$ cat src/logic/fic_pkg.sv
// Package for the floating-point issue control block: operation classes,
// timing counts and pipe figures.
// Assumes a single core clock at 100 MHz.
package fic_pkg;
   // Operation class carried with each candidate instruction
   typedef enum logic [2:0] {
      FIC_OP_NONE,
      FIC_OP_SIMPLE,
      FIC_OP_MUL,
      FIC_OP_DIVSQRT,
      FIC_OP_LOAD,
      FIC_OP_STORE,
      FIC_OP_SYSREG
   } fic_op_t;

   // First execute stage occupancy
   localparam logic [3:0] FIC_E1_DMUL_CYC = 4'h2;
   localparam logic [3:0] FIC_E1_SCALAR_CYC = 4'h1;
   // Divide pipe busy time
   localparam logic [4:0] FIC_DIV_BUSY_S = 5'h0D;
   localparam logic [4:0] FIC_DIV_BUSY_D = 5'h1B;
   // Throughput and latency figures
   localparam logic [5:0] FIC_LAT_SIMPLE = 6'h04;
   localparam logic [5:0] FIC_LAT_MUL_S = 6'h04;
   localparam logic [5:0] FIC_LAT_MUL_D = 6'h05;
   localparam logic [5:0] FIC_THR_MUL_D = 6'h02;
   localparam logic [5:0] FIC_THR_DIV_S = 6'h0E;
   localparam logic [5:0] FIC_LAT_DIV_S = 6'h11;
   localparam logic [5:0] FIC_THR_DIV_D = 6'h1C;
   localparam logic [5:0] FIC_LAT_DIV_D = 6'h1F;
   localparam logic [5:0] FIC_LAT_LOAD_EXTRA = 6'h02;
   localparam logic [5:0] FIC_LAT_STORE_EXTRA = 6'h01;
   localparam logic [5:0] FIC_LAT_SYSREG = 6'h02;
   // Forwarding saving
   localparam logic [5:0] FIC_FWD_SAVE = 6'h01;
   // Single values moved per load/store cycle
   localparam logic [4:0] FIC_LS_SINGLES_PER_CYC = 5'h02;
   // Register bank 0 limit for single registers (s0..s7)
   localparam logic [4:0] FIC_BANK0_LIMIT = 5'h08;
   // Vector length field width and register count
   localparam int FIC_LEN_W = 3;
   localparam int FIC_NREG = 32;
endpackage : fic_pkg

$ cat src/logic/fic_divide_tracker.sv
// Divide/square-root pipe occupancy counter.
// Assumes the issue logic pulses start only when the pipe is free.
`timescale 1ns/10ps
`default_nettype none
module fic_divide_tracker (
   // Clock and reset
   input wire logic clk,
   input wire logic rst_n,
   input wire logic ce,
   // Start of a divide or square root
   input wire logic start,
   input wire logic dbl,
   // Busy state
   output logic busy
);
   logic [4:0] count_reg;

   // Holds the pipe for 13 or 27 cycles [RQ5]
   always_ff @(posedge clk or negedge rst_n) begin
      if (!rst_n) begin
         count_reg <= 5'h00;
      end else if (ce) begin
         if (start) begin
            count_reg <= dbl ? fic_pkg::FIC_DIV_BUSY_D
                             : fic_pkg::FIC_DIV_BUSY_S;
         end else if (count_reg != 5'h00) begin
            count_reg <= count_reg - 5'h01;
         end
      end
   end

   assign busy = (count_reg != 5'h00);
endmodule : fic_divide_tracker
`default_nettype wire

$ cat src/logic/fic_scoreboard.sv
// Register lock scoreboard for 32 single registers.
// Assumes lock and release masks come from the issue logic.
`timescale 1ns/10ps
`default_nettype none
module fic_scoreboard (
   // Clock and reset
   input wire logic clk,
   input wire logic rst_n,
   input wire logic ce,
   // Lock requests and releases
   input wire logic [31:0] lock_mask,
   input wire logic [31:0] release_mask,
   // Query
   input wire logic [31:0] query_mask,
   output logic hazard
);
   logic [31:0] lock_reg;

   // Release then lock; a new lock wins over a release
   always_ff @(posedge clk or negedge rst_n) begin
      if (!rst_n) begin
         lock_reg <= 32'h0000_0000;
      end else if (ce) begin
         lock_reg <= (lock_reg & ~release_mask) | lock_mask;
      end
   end

   // Any locked register queried stalls, destination writes included [RQ23]
   assign hazard = |(lock_reg & query_mask);
endmodule : fic_scoreboard
`default_nettype wire

$ cat src/logic/fic_issue_control.sv
// Issue and resource-hazard control for a three-pipe floating-point
// coprocessor. Assumes the core holds a candidate steady while stalled.
`timescale 1ns/10ps
`default_nettype none

// Function
// RQ1 - Load/store pipe never stalls for arithmetic, nor arithmetic for it.
// RQ2 - First execute stage is shared; a vector op stalls later arithmetic.
// RQ3 - Transfer waits for earlier transfer; core may stall transfers.
// RQ4 - Double multiply holds first execute stage two cycles.
// RQ5 - Divide pipe busy 13 single or 27 double cycles.
// RQ6 - Load/store starts with no hazard, no core stall, no multiple busy.
// RQ7 - Arithmetic issues when no hazard, stage free, no vector running.
// RQ8 - Divide issues when no hazard, divide pipe free, no vector running.
// RQ9 - The three pipes run concurrently without blocking each other.
// RQ10 - Scalar divide uses first stage one cycle; vector holds all iterations.
// RQ11 - Vector op holds first stage one cycle per iteration.
// RQ12 - Destination in bank 0 forces scalar execution.
// RQ13 - Single load after unfinished multiple stalls until it completes.
// RQ14 - Simple ops have throughput 1, latency 4.
// RQ15 - Multiply ops: 1/4 single, 2/5 double.
// RQ16 - Divide ops: 14/17 single, 28/31 double.
// RQ17 - Single transfers move two single values per cycle.
// RQ18 - Multiple takes ceil(N/2) or N cycles; latency plus two or one.
// RQ19 - Each multiple word is usable once transferred.
// RQ20 - Matching precision forwarding saves one latency cycle.
// RQ21 - System register transfers serialize.
// RQ22 - Sources released in first execute cycle, destination near end.
// RQ23 - Reads of locked registers stall until release.
// RQ24 - Stall shown every cycle while issue is not allowed.
module fic_issue_control (
   // Clock, enable and reset
   input wire logic SYS_CLK,
   input wire logic RESET_N,
   input wire logic CLK_EN,
   // Candidate instruction from the core
   input wire logic OP_VALID,
   input wire fic_pkg::fic_op_t OP_CLASS,
   input wire logic OP_DOUBLE,
   input wire logic OP_MULTIPLE,
   input wire logic [4:0] OP_WORD_COUNT,
   input wire logic [4:0] OP_DEST,
   input wire logic [31:0] OP_SRC_MASK,
   input wire logic OP_SRC_DOUBLE,
   input wire logic OP_PROD_DOUBLE,
   input wire logic [2:0] VECTOR_LENGTH_FIELD,
   // Core data stall for transfers
   input wire logic CORE_DATA_STALL,
   // Issue answer
   output logic ISSUE,
   output logic STALL,
   output logic CORE_HOLD,
   // Timing of the issued op
   output logic [5:0] ISSUE_LATENCY,
   output logic [5:0] ISSUE_THROUGHPUT,
   // Pipe state
   output logic LS_BUSY,
   output logic E1_BUSY,
   output logic DIV_BUSY
);
   typedef enum logic [1:0] {
      FIC_LS_IDLE,
      FIC_LS_MULTI,
      FIC_LS_SINGLE
   } fic_ls_state_t;

   fic_ls_state_t ls_state_reg;
   logic [4:0] ls_cnt_reg;
   logic [4:0] ls_base_reg;
   logic ls_dbl_reg;
   logic [3:0] e1_cnt_reg;
   logic e1_vec_reg;
   logic [5:0] issue_lat_reg;
   logic [5:0] issue_thr_reg;
   logic [31:0] dest_pend_reg [0:3];
   logic [31:0] lock_mask;
   logic [31:0] release_mask;
   logic [31:0] query_mask;
   logic data_hazard;
   logic div_busy;
   logic is_ls;
   logic is_arith;
   logic is_div;
   logic is_vec;
   logic [3:0] iters;
   logic ls_ok;
   logic ar_ok;
   logic dv_ok;
   logic sys_ok;
   logic can_issue;
   logic [4:0] ls_cycles;
   logic [31:0] dest_mask;
   logic [5:0] base_lat;
   logic [4:0] ls_chunk;

   // Ceiling of half the word count
   function automatic logic [4:0] half_up(input logic [4:0] n);
      half_up = n[4:1] + {4'h0, n[0]};
   endfunction : half_up

   // Mask of consecutive registers from a base
   function automatic logic [31:0] reg_span(input logic [4:0] base,
                                             input logic [4:0] cnt);
      logic [31:0] m;
      m = 32'h0000_0000;
      for (int i = 0; i < fic_pkg::FIC_NREG; i++) begin
         if (5'(i) >= base && ({1'b0, 5'(i)} < {1'b0, base} + {1'b0, cnt}))
         begin
            m[i] = 1'b1;
         end
      end
      reg_span = m;
   endfunction : reg_span

   assign is_ls = (OP_CLASS == fic_pkg::FIC_OP_LOAD) ||
                  (OP_CLASS == fic_pkg::FIC_OP_STORE);
   assign is_div = (OP_CLASS == fic_pkg::FIC_OP_DIVSQRT);
   assign is_arith = (OP_CLASS == fic_pkg::FIC_OP_SIMPLE) ||
                     (OP_CLASS == fic_pkg::FIC_OP_MUL);
   // Bank 0 destination forces scalar [RQ12]
   assign is_vec = (VECTOR_LENGTH_FIELD != 3'h0) &&
                   (OP_DEST >= fic_pkg::FIC_BANK0_LIMIT);
   assign iters = is_vec ? {1'b0, VECTOR_LENGTH_FIELD} + 4'h1 : 4'h1;
   // Transfer cycle count; two singles per cycle [RQ17] [RQ18]
   assign ls_cycles = OP_DOUBLE ? OP_WORD_COUNT : half_up(OP_WORD_COUNT);
   assign dest_mask = is_ls ? reg_span(OP_DEST, OP_WORD_COUNT)
                            : reg_span(OP_DEST, {1'b0, iters});
   assign query_mask = OP_SRC_MASK | dest_mask;

   // Load/store gate independent of arithmetic state [RQ1] [RQ6] [RQ3]
   assign ls_ok = (ls_state_reg == FIC_LS_IDLE) && !CORE_DATA_STALL;
   // Arithmetic gate [RQ2] [RQ4] [RQ7] [RQ11]
   assign ar_ok = (e1_cnt_reg == 4'h0);
   // Divide gate [RQ8] [RQ10]
   assign dv_ok = !div_busy && !(e1_vec_reg && e1_cnt_reg != 4'h0);
   // System register moves wait for all pipes [RQ21]
   assign sys_ok = ls_state_reg == FIC_LS_IDLE && e1_cnt_reg == 4'h0 &&
                   !div_busy;
   always_comb begin
      can_issue = 1'b0;
      case (OP_CLASS)
         fic_pkg::FIC_OP_SIMPLE,
         fic_pkg::FIC_OP_MUL: can_issue = ar_ok;
         fic_pkg::FIC_OP_DIVSQRT: can_issue = dv_ok;
         fic_pkg::FIC_OP_LOAD,
         fic_pkg::FIC_OP_STORE: can_issue = ls_ok;
         fic_pkg::FIC_OP_SYSREG: can_issue = sys_ok;
         default: can_issue = 1'b0;
      endcase
   end
   // Each pipe gated by its own state and the data hazard; divide also waits on a vector in E1 [RQ9]
   assign ISSUE = OP_VALID && can_issue && !data_hazard;
   // Stall every cycle the candidate cannot go [RQ24]
   assign STALL = OP_VALID && !ISSUE;
   // Core held while a load or store waits on a multiple [RQ13]
   assign CORE_HOLD = STALL && is_ls && ls_state_reg == FIC_LS_MULTI;

   // Source locks taken at issue, released next cycle; dest near end [RQ22]
   assign lock_mask = ISSUE ? query_mask : 32'h0000_0000;
   assign ls_chunk = ls_dbl_reg ? 5'h01 : fic_pkg::FIC_LS_SINGLES_PER_CYC;
   always_comb begin
      release_mask = dest_pend_reg[0];
      if (ls_state_reg == FIC_LS_MULTI && !CORE_DATA_STALL) begin
         // Words freed as transferred; last cycle frees the tail [RQ19]
         release_mask = release_mask | reg_span(ls_base_reg,
                        (ls_cnt_reg == 5'h01) ? {ls_chunk[3:0], 1'b0}
                                              : ls_chunk);
      end
   end

   fic_scoreboard u_scoreboard (
      .clk(SYS_CLK),
      .rst_n(RESET_N),
      .ce(CLK_EN),
      .lock_mask(lock_mask),
      .release_mask(release_mask),
      .query_mask(query_mask),
      .hazard(data_hazard)
   );

   fic_divide_tracker u_divide (
      .clk(SYS_CLK),
      .rst_n(RESET_N),
      .ce(CLK_EN),
      .start(ISSUE && is_div),
      .dbl(OP_DOUBLE),
      .busy(div_busy)
   );

   // Release pipeline: every issued op frees sources and dest; a load multiple of more than one cycle frees only its sources here
   always_ff @(posedge SYS_CLK or negedge RESET_N) begin
      if (!RESET_N) begin
         for (int i = 0; i < 4; i++) begin
            dest_pend_reg[i] <= 32'h0000_0000;
         end
      end else if (CLK_EN) begin
         dest_pend_reg[0] <= dest_pend_reg[1];
         dest_pend_reg[1] <= dest_pend_reg[2];
         dest_pend_reg[2] <= dest_pend_reg[3];
         dest_pend_reg[3] <= 32'h0000_0000;
         if (ISSUE && !is_ls) begin
            dest_pend_reg[0] <= dest_pend_reg[1] | OP_SRC_MASK; // [RQ22]
            dest_pend_reg[3] <= dest_mask;
         end else if (ISSUE && OP_CLASS == fic_pkg::FIC_OP_STORE) begin
            dest_pend_reg[0] <= dest_pend_reg[1] | query_mask;
         end else if (ISSUE && (!OP_MULTIPLE || ls_cycles <= 5'h01)) begin
            dest_pend_reg[1] <= dest_pend_reg[2] | query_mask;
         end else if (ISSUE) begin
            // Multiple frees its sources at once, words as they move
            dest_pend_reg[0] <= dest_pend_reg[1] | OP_SRC_MASK;
         end
      end
   end

   // First execute stage occupancy [RQ2] [RQ4] [RQ10] [RQ11]
   always_ff @(posedge SYS_CLK or negedge RESET_N) begin
      if (!RESET_N) begin
         e1_cnt_reg <= 4'h0;
         e1_vec_reg <= 1'b0;
      end else if (CLK_EN) begin
         if (ISSUE && (is_arith || is_div)) begin
            e1_vec_reg <= is_vec;
            if (OP_CLASS == fic_pkg::FIC_OP_MUL && OP_DOUBLE) begin
               e1_cnt_reg <= 4'((iters * fic_pkg::FIC_E1_DMUL_CYC) - 4'h1);
            end else begin
               e1_cnt_reg <= 4'((iters * fic_pkg::FIC_E1_SCALAR_CYC) - 4'h1);
            end
         end else if (e1_cnt_reg != 4'h0) begin
            e1_cnt_reg <= e1_cnt_reg - 4'h1;
         end else begin
            e1_vec_reg <= 1'b0;
         end
      end
   end

   // Load/store multiple sequencer [RQ3] [RQ18] [RQ13]
   always_ff @(posedge SYS_CLK or negedge RESET_N) begin
      if (!RESET_N) begin
         ls_state_reg <= FIC_LS_IDLE;
         ls_cnt_reg <= 5'h00;
         ls_base_reg <= 5'h00;
         ls_dbl_reg <= 1'b0;
      end else if (CLK_EN) begin
         case (ls_state_reg)
            FIC_LS_IDLE: begin
               if (ISSUE && is_ls && OP_MULTIPLE && ls_cycles > 5'h01) begin
                  ls_state_reg <= FIC_LS_MULTI;
                  ls_cnt_reg <= ls_cycles - 5'h01;
                  ls_base_reg <= OP_DEST;
                  ls_dbl_reg <= OP_DOUBLE;
               end
            end
            FIC_LS_MULTI: begin
               if (!CORE_DATA_STALL) begin
                  ls_base_reg <= ls_base_reg + (ls_dbl_reg ? 5'h01 :
                                 fic_pkg::FIC_LS_SINGLES_PER_CYC);
                  ls_cnt_reg <= ls_cnt_reg - 5'h01;
                  if (ls_cnt_reg == 5'h01) begin
                     ls_state_reg <= FIC_LS_IDLE;
                  end
               end
            end
            default: ls_state_reg <= FIC_LS_IDLE;
         endcase
      end
   end

   // Throughput and latency of the op being issued [RQ14] [RQ15] [RQ16]
   always_comb begin
      base_lat = fic_pkg::FIC_LAT_SIMPLE;
      case (OP_CLASS)
         fic_pkg::FIC_OP_MUL: base_lat = OP_DOUBLE ?
            fic_pkg::FIC_LAT_MUL_D : fic_pkg::FIC_LAT_MUL_S;
         fic_pkg::FIC_OP_DIVSQRT: base_lat = OP_DOUBLE ?
            fic_pkg::FIC_LAT_DIV_D : fic_pkg::FIC_LAT_DIV_S;
         fic_pkg::FIC_OP_LOAD: base_lat = {1'b0, ls_cycles} +
            fic_pkg::FIC_LAT_LOAD_EXTRA;
         fic_pkg::FIC_OP_STORE: base_lat = {1'b0, ls_cycles} +
            fic_pkg::FIC_LAT_STORE_EXTRA;
         fic_pkg::FIC_OP_SYSREG: base_lat = fic_pkg::FIC_LAT_SYSREG;
         default: base_lat = fic_pkg::FIC_LAT_SIMPLE;
      endcase
   end

   always_ff @(posedge SYS_CLK or negedge RESET_N) begin
      if (!RESET_N) begin
         issue_lat_reg <= 6'h00;
         issue_thr_reg <= 6'h00;
      end else if (CLK_EN && ISSUE) begin
         // Forwarding saves a cycle on matching precision [RQ20]
         issue_lat_reg <= (OP_PROD_DOUBLE == OP_SRC_DOUBLE) ?
                          base_lat - fic_pkg::FIC_FWD_SAVE : base_lat;
         case (OP_CLASS)
            fic_pkg::FIC_OP_MUL: issue_thr_reg <= OP_DOUBLE ?
               fic_pkg::FIC_THR_MUL_D : 6'h01;
            fic_pkg::FIC_OP_DIVSQRT: issue_thr_reg <= OP_DOUBLE ?
               fic_pkg::FIC_THR_DIV_D : fic_pkg::FIC_THR_DIV_S;
            fic_pkg::FIC_OP_LOAD,
            fic_pkg::FIC_OP_STORE: issue_thr_reg <= {1'b0, ls_cycles};
            default: issue_thr_reg <= 6'h01;
         endcase
      end
   end

   assign ISSUE_LATENCY = issue_lat_reg;
   assign ISSUE_THROUGHPUT = issue_thr_reg;
   assign LS_BUSY = (ls_state_reg != FIC_LS_IDLE);
   assign E1_BUSY = (e1_cnt_reg != 4'h0);
   assign DIV_BUSY = div_busy;
endmodule : fic_issue_control
`default_nettype wire

$ cat config.mk
export PLATFORM = sky130hd
export DESIGN_NAME = fic_issue_control
export DESIGN_NICKNAME = d
export VERILOG_FILES = /design/src/logic/fic_pkg.sv /design/src/logic/fic_divide_tracker.sv /design/src/logic/fic_scoreboard.sv /design/src/logic/fic_issue_control.sv
export SDC_FILE = /design/constraint.sdc
export NUM_CORES = 1
export LEC_CHECK = 0
export BUFFER_PORTS_ARGS = -buffer_cell sky130_fd_sc_hd__buf_4
export CAP_MARGIN = 25
export CORE_MARGIN = 10
export CORE_UTILIZATION = 63
export CTS_BUF_LIST = sky130_fd_sc_hd__clkbuf_4
export DETAILED_ROUTE_END_ITERATION = 12
export GPL_TIMING_DRIVEN = 0
export PLACE_DENSITY = 0.82
export SLEW_MARGIN = 40
export SYNTH_ARGS = -nofsm -noshare
export SYNTH_HDL_FRONTEND = slang
export SYNTH_SLANG_ARGS = --single-unit
export TNS_END_PERCENT = 20
$ cat constraint.sdc
create_clock -name SYS_CLK -period 8.4 [get_ports SYS_CLK]
set_clock_uncertainty 0.2 [all_clocks]
set_input_delay 0 -clock SYS_CLK [delete_from_list [all_inputs] [get_ports SYS_CLK]]
set_output_delay 0 -clock SYS_CLK [all_outputs]
set_load 0.05 [all_outputs]
Yosys cells after proc, flatten, opt, wreduce, memory -nomap -nowiden

Index checks and enable logic that the tools add are counted.
W data, S select, Z words.

Flip-flop bits (word level): 195
Latch bits: 0
Memory bits (writable): 0
Memory bits (read-only): 0
Output and inout port bits: 18
Word-level logic and storage cells: 530
Memories: 0

$add $sub $neg: 15
Multipliers: 0
Divide/modulo/power cells: 0
Magnitude comparators: 163
Equal/unequal tests: 13
Shift operators: 0
Multiplexer cells: 169
Bitwise gates (word level): 9
Reduce and logical (&&, ||, !) cells: 147

Operators by type and width:

| cell                  | count |
|---|---|
| $mux W32              | 11 |
| $lt A5 B6 Y1 const A  | 48 |
| $or A32 B32 Y32       | 6 |
| $ge A5 B5 Y1 const A  | 32 |
| $lt A4 B6 Y1 const A  | 24 |
| $mux W1               | 131 |
| $logic_and A1 B1 Y1   | 118 |
| $ge A4 B5 Y1 const A  | 16 |
| $lt A3 B6 Y1 const A  | 12 |
| $and A32 B32 Y32      | 2 |
| $mux W5               | 10 |
| $ge A3 B5 Y1 const A  | 8 |
| $lt A1 B6 Y1 const A  | 6 |
| $lt A2 B6 Y1 const A  | 6 |
| $not A32 Y32          | 1 |
| $reduce_or A32 Y1     | 1 |
| $pmux W6 S5           | 1 |
| $ge A1 B5 Y1 const A  | 4 |
| $ge A2 B5 Y1 const A  | 4 |
| $mux W4               | 5 |
| $pmux W5 S2           | 2 |
| $pmux W5 S3           | 1 |
| $sub A5 B1 Y5 const B | 3 |
| $add A5 B5 Y6         | 2 |
| other kinds (35)      | 62 |

Depth between registers and ports, before layout

Depth after elaboration: 18
Depth in mapped cells: 23
Mapped depth without buffers: 19

Modules after synthesis

A second synthesis with hierarchy kept.

Cell total of the unflattened synthesis: 1443
Area, all modules: 12739.7 um2

Modules (own cells, without submodules):

| module             | instances | cells each | area each (um2) | sequential area each (um2) |
|---|---|---|---|---|
| fic_issue_control  | 1         | 1288       | 11039.3         | 3903.7 |
| fic_scoreboard     | 1         | 124        | 1396.3          | 800.8 |
| fic_divide_tracker | 1         | 31         | 304.0           | 125.1 |

Worst setup path after synthesis

No wires, ideal clock.

Kind: in2out
Start point: input OP_DEST[3]
End point: output CORE_HOLD
Arrival time: 4.629 ns
Path slack: 3.571 ns
Stages on the path: 19
Path buffers: 3
Path through: buf_2 -> nor2_2 -> nor2_1 -> nand2_1 -> ha_1 -> inv_1 -> fa_1 -> buf_2 -> a311oi_1 -> or4_1 -> buf_2 -> o21ai_1 -> a21o_1 -> a2111oi_2 -> a22oi_1 -> nor3b_2 -> and3_1 -> nor2b_1 -> and3_1

Longest elaborated chain between the ends: 17
Elaborated cells on any way between the ends: 239

RTL lines:

| item                                 | RTL line                 | text |
|---|---|---|
| start, declared                      | fic_issue_control.sv:42  | `input wire logic [4:0] OP_DEST,` |
| $ge A5 B4 Y1                         | fic_issue_control.sv:122 | `(OP_DEST >= fic_pkg::FIC_BANK0_LIMIT);` |
| $logic_and A1 B1 Y1                  | fic_issue_control.sv:121 | `assign is_vec = (VECTOR_LENGTH_FIELD != 3'h0) &&` |
| $mux W4                              | fic_issue_control.sv:123 | `assign iters = is_vec ? {1'b0, VECTOR_LENGTH_FIELD} + 4'h1 : 4'h1;` |
| $add A5 B4 Y6                        | fic_issue_control.sv:107 | `if (5'(i) >= base && ({1'b0, 5'(i)} < {1'b0, base} + {1'b0, cnt}))` |
| $lt A1 B6 Y1 (tied with other cells) | fic_issue_control.sv:107 |  |
| $logic_and A1 B1 Y1                  | fic_issue_control.sv:107 |  |
| $mux W1                              | fic_issue_control.sv:107 |  |
| $mux W32 *                           | fic_issue_control.sv:126 | `assign dest_mask = is_ls ? reg_span(OP_DEST, OP_WORD_COUNT)` |
| $or A32 B32 Y32 *                    | fic_issue_control.sv:128 | `assign query_mask = OP_SRC_MASK \| dest_mask;` |
| $and A32 B32 Y32 *                   | fic_scoreboard.sv:29     | `assign hazard = \|(lock_reg & query_mask);` |
| $reduce_or A32 Y1 *                  | fic_scoreboard.sv:29     |  |
| $logic_not A1 Y1 *                   | fic_issue_control.sv:152 | `assign ISSUE = OP_VALID && can_issue && !data_hazard;` |
| $logic_and A1 B1 Y1 *                | fic_issue_control.sv:152 |  |
| $logic_not A1 Y1 *                   | fic_issue_control.sv:154 | `assign STALL = OP_VALID && !ISSUE;` |
| $logic_and A1 B1 Y1 *                | fic_issue_control.sv:154 |  |
| named net STALL                      | fic_issue_control.sv:51  | `output logic STALL,` |
| $logic_and A1 B1 Y1 * (2 in a row)   | fic_issue_control.sv:156 | `assign CORE_HOLD = STALL && is_ls && ls_state_reg == FIC_LS_MULTI;` |
| end, declared                        | fic_issue_control.sv:52  | `output logic CORE_HOLD,` |

The timed path passes the listed nets; every way through them passes the cells marked *.

Final worst setup path

Start point: input OP_DEST[3]
End point: register u_scoreboard.lock_reg[8]

Longest elaborated chain between the ends: 15
Elaborated cells on any way between the ends: 237

RTL lines:

| item                                 | RTL line                 | text |
|---|---|---|
| $ge A5 B4 Y1                         | fic_issue_control.sv:122 |  |
| $logic_and A1 B1 Y1                  | fic_issue_control.sv:121 |  |
| $mux W4                              | fic_issue_control.sv:123 |  |
| $add A5 B4 Y6                        | fic_issue_control.sv:107 |  |
| $lt A1 B6 Y1 (tied with other cells) | fic_issue_control.sv:107 |  |
| $logic_and A1 B1 Y1                  | fic_issue_control.sv:107 |  |
| $mux W1                              | fic_issue_control.sv:107 |  |
| $mux W32 *                           | fic_issue_control.sv:126 |  |
| $or A32 B32 Y32 *                    | fic_issue_control.sv:128 |  |
| $and A32 B32 Y32                     | fic_scoreboard.sv:29     |  |
| $reduce_or A32 Y1                    | fic_scoreboard.sv:29     |  |
| $logic_not A1 Y1                     | fic_issue_control.sv:152 |  |
| $logic_and A1 B1 Y1                  | fic_issue_control.sv:152 |  |
| $mux W32 *                           | fic_issue_control.sv:159 | `assign lock_mask = ISSUE ? query_mask : 32'h0000_0000;` |
| $or A32 B32 Y32 *                    | fic_scoreboard.sv:24     | `lock_reg <= (lock_reg & ~release_mask) \| lock_mask;` |
| end signal, assigned                 | fic_scoreboard.sv:24     |  |
| end, declared                        | fic_scoreboard.sv:17     | `logic [31:0] lock_reg;` |

Every way passes the cells marked *; elsewhere a longest branch is shown, timed or not.
A chain may end at the register's enable or synchronous reset.

==> run_results.csv <==
group,metric,value,unit
clock_tree,cts_resized,0,
synth,synth_fa_ha_area_frac,0.03733,
finish,layout_commonest_cell,"dfrtp_1",
synth,postSynthAreaPerCell,8.711,um^2
synth,synth_top_area_cell,"dfrtp_1",
timing,maxSlewHeadroom,0.3734,
timing,setup_viol,0,
synth,yosys-top-cells-area,"dfrtp_1, o21ai_0, a21oi_1",
floorplanning,core_area,19530,um^2
critical_path,crit_path_end_kind,"flip-flop",
floorplanning,die_area,25940,um^2
timing,hold-worst-slack,0.02681,ns
placed_design,hpwlAfterDp,36170,um
power_and_ir_drop,leakage,6.424,nW
clock_tree,insertion_delay,0.63,ns
critical_path,cp_slowest_cell,"a21oi_1",
clock_tree,post_cts_buffers,0,
route,wire_per_inst,26.40,um
critical_path,crit_fanout,10,
clock_tree,holdBufCountCts,71,
floorplanning,die_x,161.1,um
finish,fin_nets,1695,
global_route,grt_pass1_vias,12840,
clock_tree,clkTransAtPathRegs,0.21,ns
timing,fmax,149.8,MHz
clock_tree,htree_num_levels,4,
critical_path,crit_path_frequent_cell,"buf_2",
placed_design,dp.cells,1778,
synth,synthDistinctLibCells,92,
synth,synth_edf_count,0,
floorplanning,io_pins,75,
timing,setup_tns,0,ns
finish,drive_gt1_frac,0.1361,
clock_tree,cts_tree,"yes",
route,dr.pass1.iters,6,
synth,synth-xor-area-share,0.02096,
floorplanning,initial_core_util,0.6419,
floorplanning,die-height,161.1,um
synth,synth_ff_type,"dfrtp_1",
global_route,antenna_found_initial,2,
route,wl_met2,21550,um
placed_design,gp_congestion,1.066,
critical_path,cp.required,8.73,ns
timing,maxSlewViolCount,0,
global_route,grt_overflow_total,0,
synth,ys_seq_elements,193,
flow_run,drv_cap,0,
outcome,outcome,"finished clean",
clock_tree,cts_buffers,17,
route,ant_nets,0,
synth,yosys.area_share.simple,0.1639,
finish,final_cell_mix,"dfrtp_1, nand2_1, o21ai_0",
global_route,grt_pass1_wl,76560,um
timing,period_share,0.7948,
timing,rsz0062_at_grt,"no",
timing,hold_violations,0,
floorplanning,rows,51,
synth,yosysWarnings,0,
finish,largest_reg_flops,128,
finish,fin_cells,1885,
critical_path,arrival,7.01,ns
synth,muxShareOfSynthArea,0.06668,
synth,synth_cells,1439,
timing,post-route-min-period,6.676,ns
global_route,grtUsageTotal,0.3764,
route,drt_iter0_drc,2261,
clock_tree,cts-root-buf,"clkbuf_4",
synth,ys_seq_area_frac,0.3853,
route,routed.top_layer,"met4",
synth,yosys.area.top_type_share,0.3853,
critical_path,critical-path-max-stage-delay,0.60,ns
placed_design,port_buffers,70,
global_route,grt_max_degree,68,
critical_path,crit_chain,"dlygate4sd3_1 -> buf_4 -> buf_2 -> nor2_2 -> nor2_1 -> nand2_1 -> ha_1 -> inv_1 -> fa_1 -> buf_2 -> a311oi_1 -> or4_1 -> buf_2 -> nand4_1 -> a21oi_1 -> o2111a_1 -> a22oi_1 -> nor3b_2 -> nand4_1 -> buf_2 -> clkbuf_1 -> o21ai_0 -> dlygate4sd3_1",
synth,async_flop_share,1.000,
route,via_per_inst,7.080,
power_and_ir_drop,power_density,205.1,nW/um^2
synth,syn_nets,1531,
route,drt_wl_total,49760,um
clock_tree,max-clock-path-buffers,2,
route,route.vias.total,13350,
timing,worstMarginPinSlew,0.9273,ns
finish,areaGrowthSynthToFinish,16.38,%
clock_tree,clock_sinks,193,
route,routedLengthMet1,18000,um
power_and_ir_drop,vdd_drop_max,0.0001215,V
synth,syn_area,12530,um^2
route,drc,0,
synth,synth_compound_area_frac,0.2793,
worst_hold_path,hold_class,"primary input to flip-flop",
critical_path,cp-start-kind,"primary input",
route,dr_wl_met3,7395,um
synth,synth_top_family_by_area,"compound AO/OA/AOI/OAI gates",
critical_path,crit_type,"primary input to flip-flop",
## worst paths after layout
check	cells after the start	startpoint	endpoint	slack, ns
min in group asynchronous	4	RESET_N	e1_vec_reg	0.23
worst min register to register	1	dest_pend_reg[26]	dest_pend_reg[58]	0.29
worst min-delay path	4	OP_SRC_MASK[25]	dest_pend_reg[89]	0.03
worst max register to register	16	e1_cnt_reg[0]	u_scoreboard.lock_reg[8]	3.16
worst max-delay path	23	OP_DEST[3]	u_scoreboard.lock_reg[8]	1.72
max in group asynchronous	7	RESET_N	dest_pend_reg[119]	6.56
## metal layers
| metal | up-vias | global-route usage |
|---|---|---|
| met5 | - | 0 |
| met4 | 0 | 0.1733 |
| met3 | 255 | 0.1352 |
| met2 | 1121 | 0.5694 |
| met1 | 6316 | 0.4732 |
| li1 | 5653 | - |
## worst max-delay path, delay by kind of cell
kind	cells	cell delay (ns)
AND/OR/NAND/NOR	7	1.54
buffers and inverters	9	2.87
adder cells (fa/ha/maj)	2	0.62
AO/OA/AOI/OAI	5	1.94
## cells by family after synthesis
family	after synthesis
AO/OA/AOI/OAI	535
multiplexers	78
buffers and inverters	143
other	1
flip-flops	193
adder cells (fa/ha/maj)	35
XOR/XNOR	30
AND/OR/NAND/NOR	424
## per-stage QoR
| stage | util | total power [mW] | instance area, um^2 | worst slack (ns) |
|---|---|---|---|---|
| after CTS | 0.7455 | 2.910 | 14560 | 1.961 |
| after detailed placement | 0.6932 | 2.339 | 13540 | 2.354 |
| after global routing | 0.7468 | 3.103 | 14580 | 1.619 |
| after global placement | 0.6858 | 2.300 | 13390 | 2.342 |
| after floorplan | - | 1.925 | 12530 | 3.571 |
| final | 0.7471 | 2.992 | 14590 | 1.724 |
## cells in the mapped netlist (8+ instances only)
cell	count
inv_1	43
nor3b_1	8
xnor2_1	20
and2_1	9
a21oi_1	124
nand2_1	132
xor2_1	10
o22ai_1	14
nand3_1	25
nor2b_1	14
nor2_1	121
and3_1	14
a221oi_1	10
nand4_1	16
a22oi_1	21
mux2_2	40
o31ai_1	9
a211o_1	8
a21o_1	13
buf_1	8
clkbuf_1	67
o2bb2ai_1	9
o211ai_1	14
a31oi_1	20
nand2b_1	14
a211oi_1	25
or2_2	9
ha_1	31
o21ai_0	127
nor3_1	23
dfrtp_1	193
buf_2	19
mux2i_1	37
o21ai_1	35
a22o_1	43
## cell type report
class / count / area [um^2]
Buffer: 98 / 415.4
Antenna cell: 4 / 10.01
Inverter: 45 / 168.9
Multi-Input combinational cell: 1103 / 7184
Clock inverter: 14 / 166.4
Sequential cell: 193 / 4830
Timing Repair Buffer: 145 / 1346
Tap cell: 265 / 331.6
Fill cell: 1404 / 4938
Clock buffer: 18 / 135.1
## report_power, final
group / internal [mW] / switching, mW
Combinational: 0.425 / 0.848
Clock: 0.168 / 0.394
Sequential: 1.04 / 0.115
Total: 1.64 / 1.36
(Power assumes the default switching activity.)
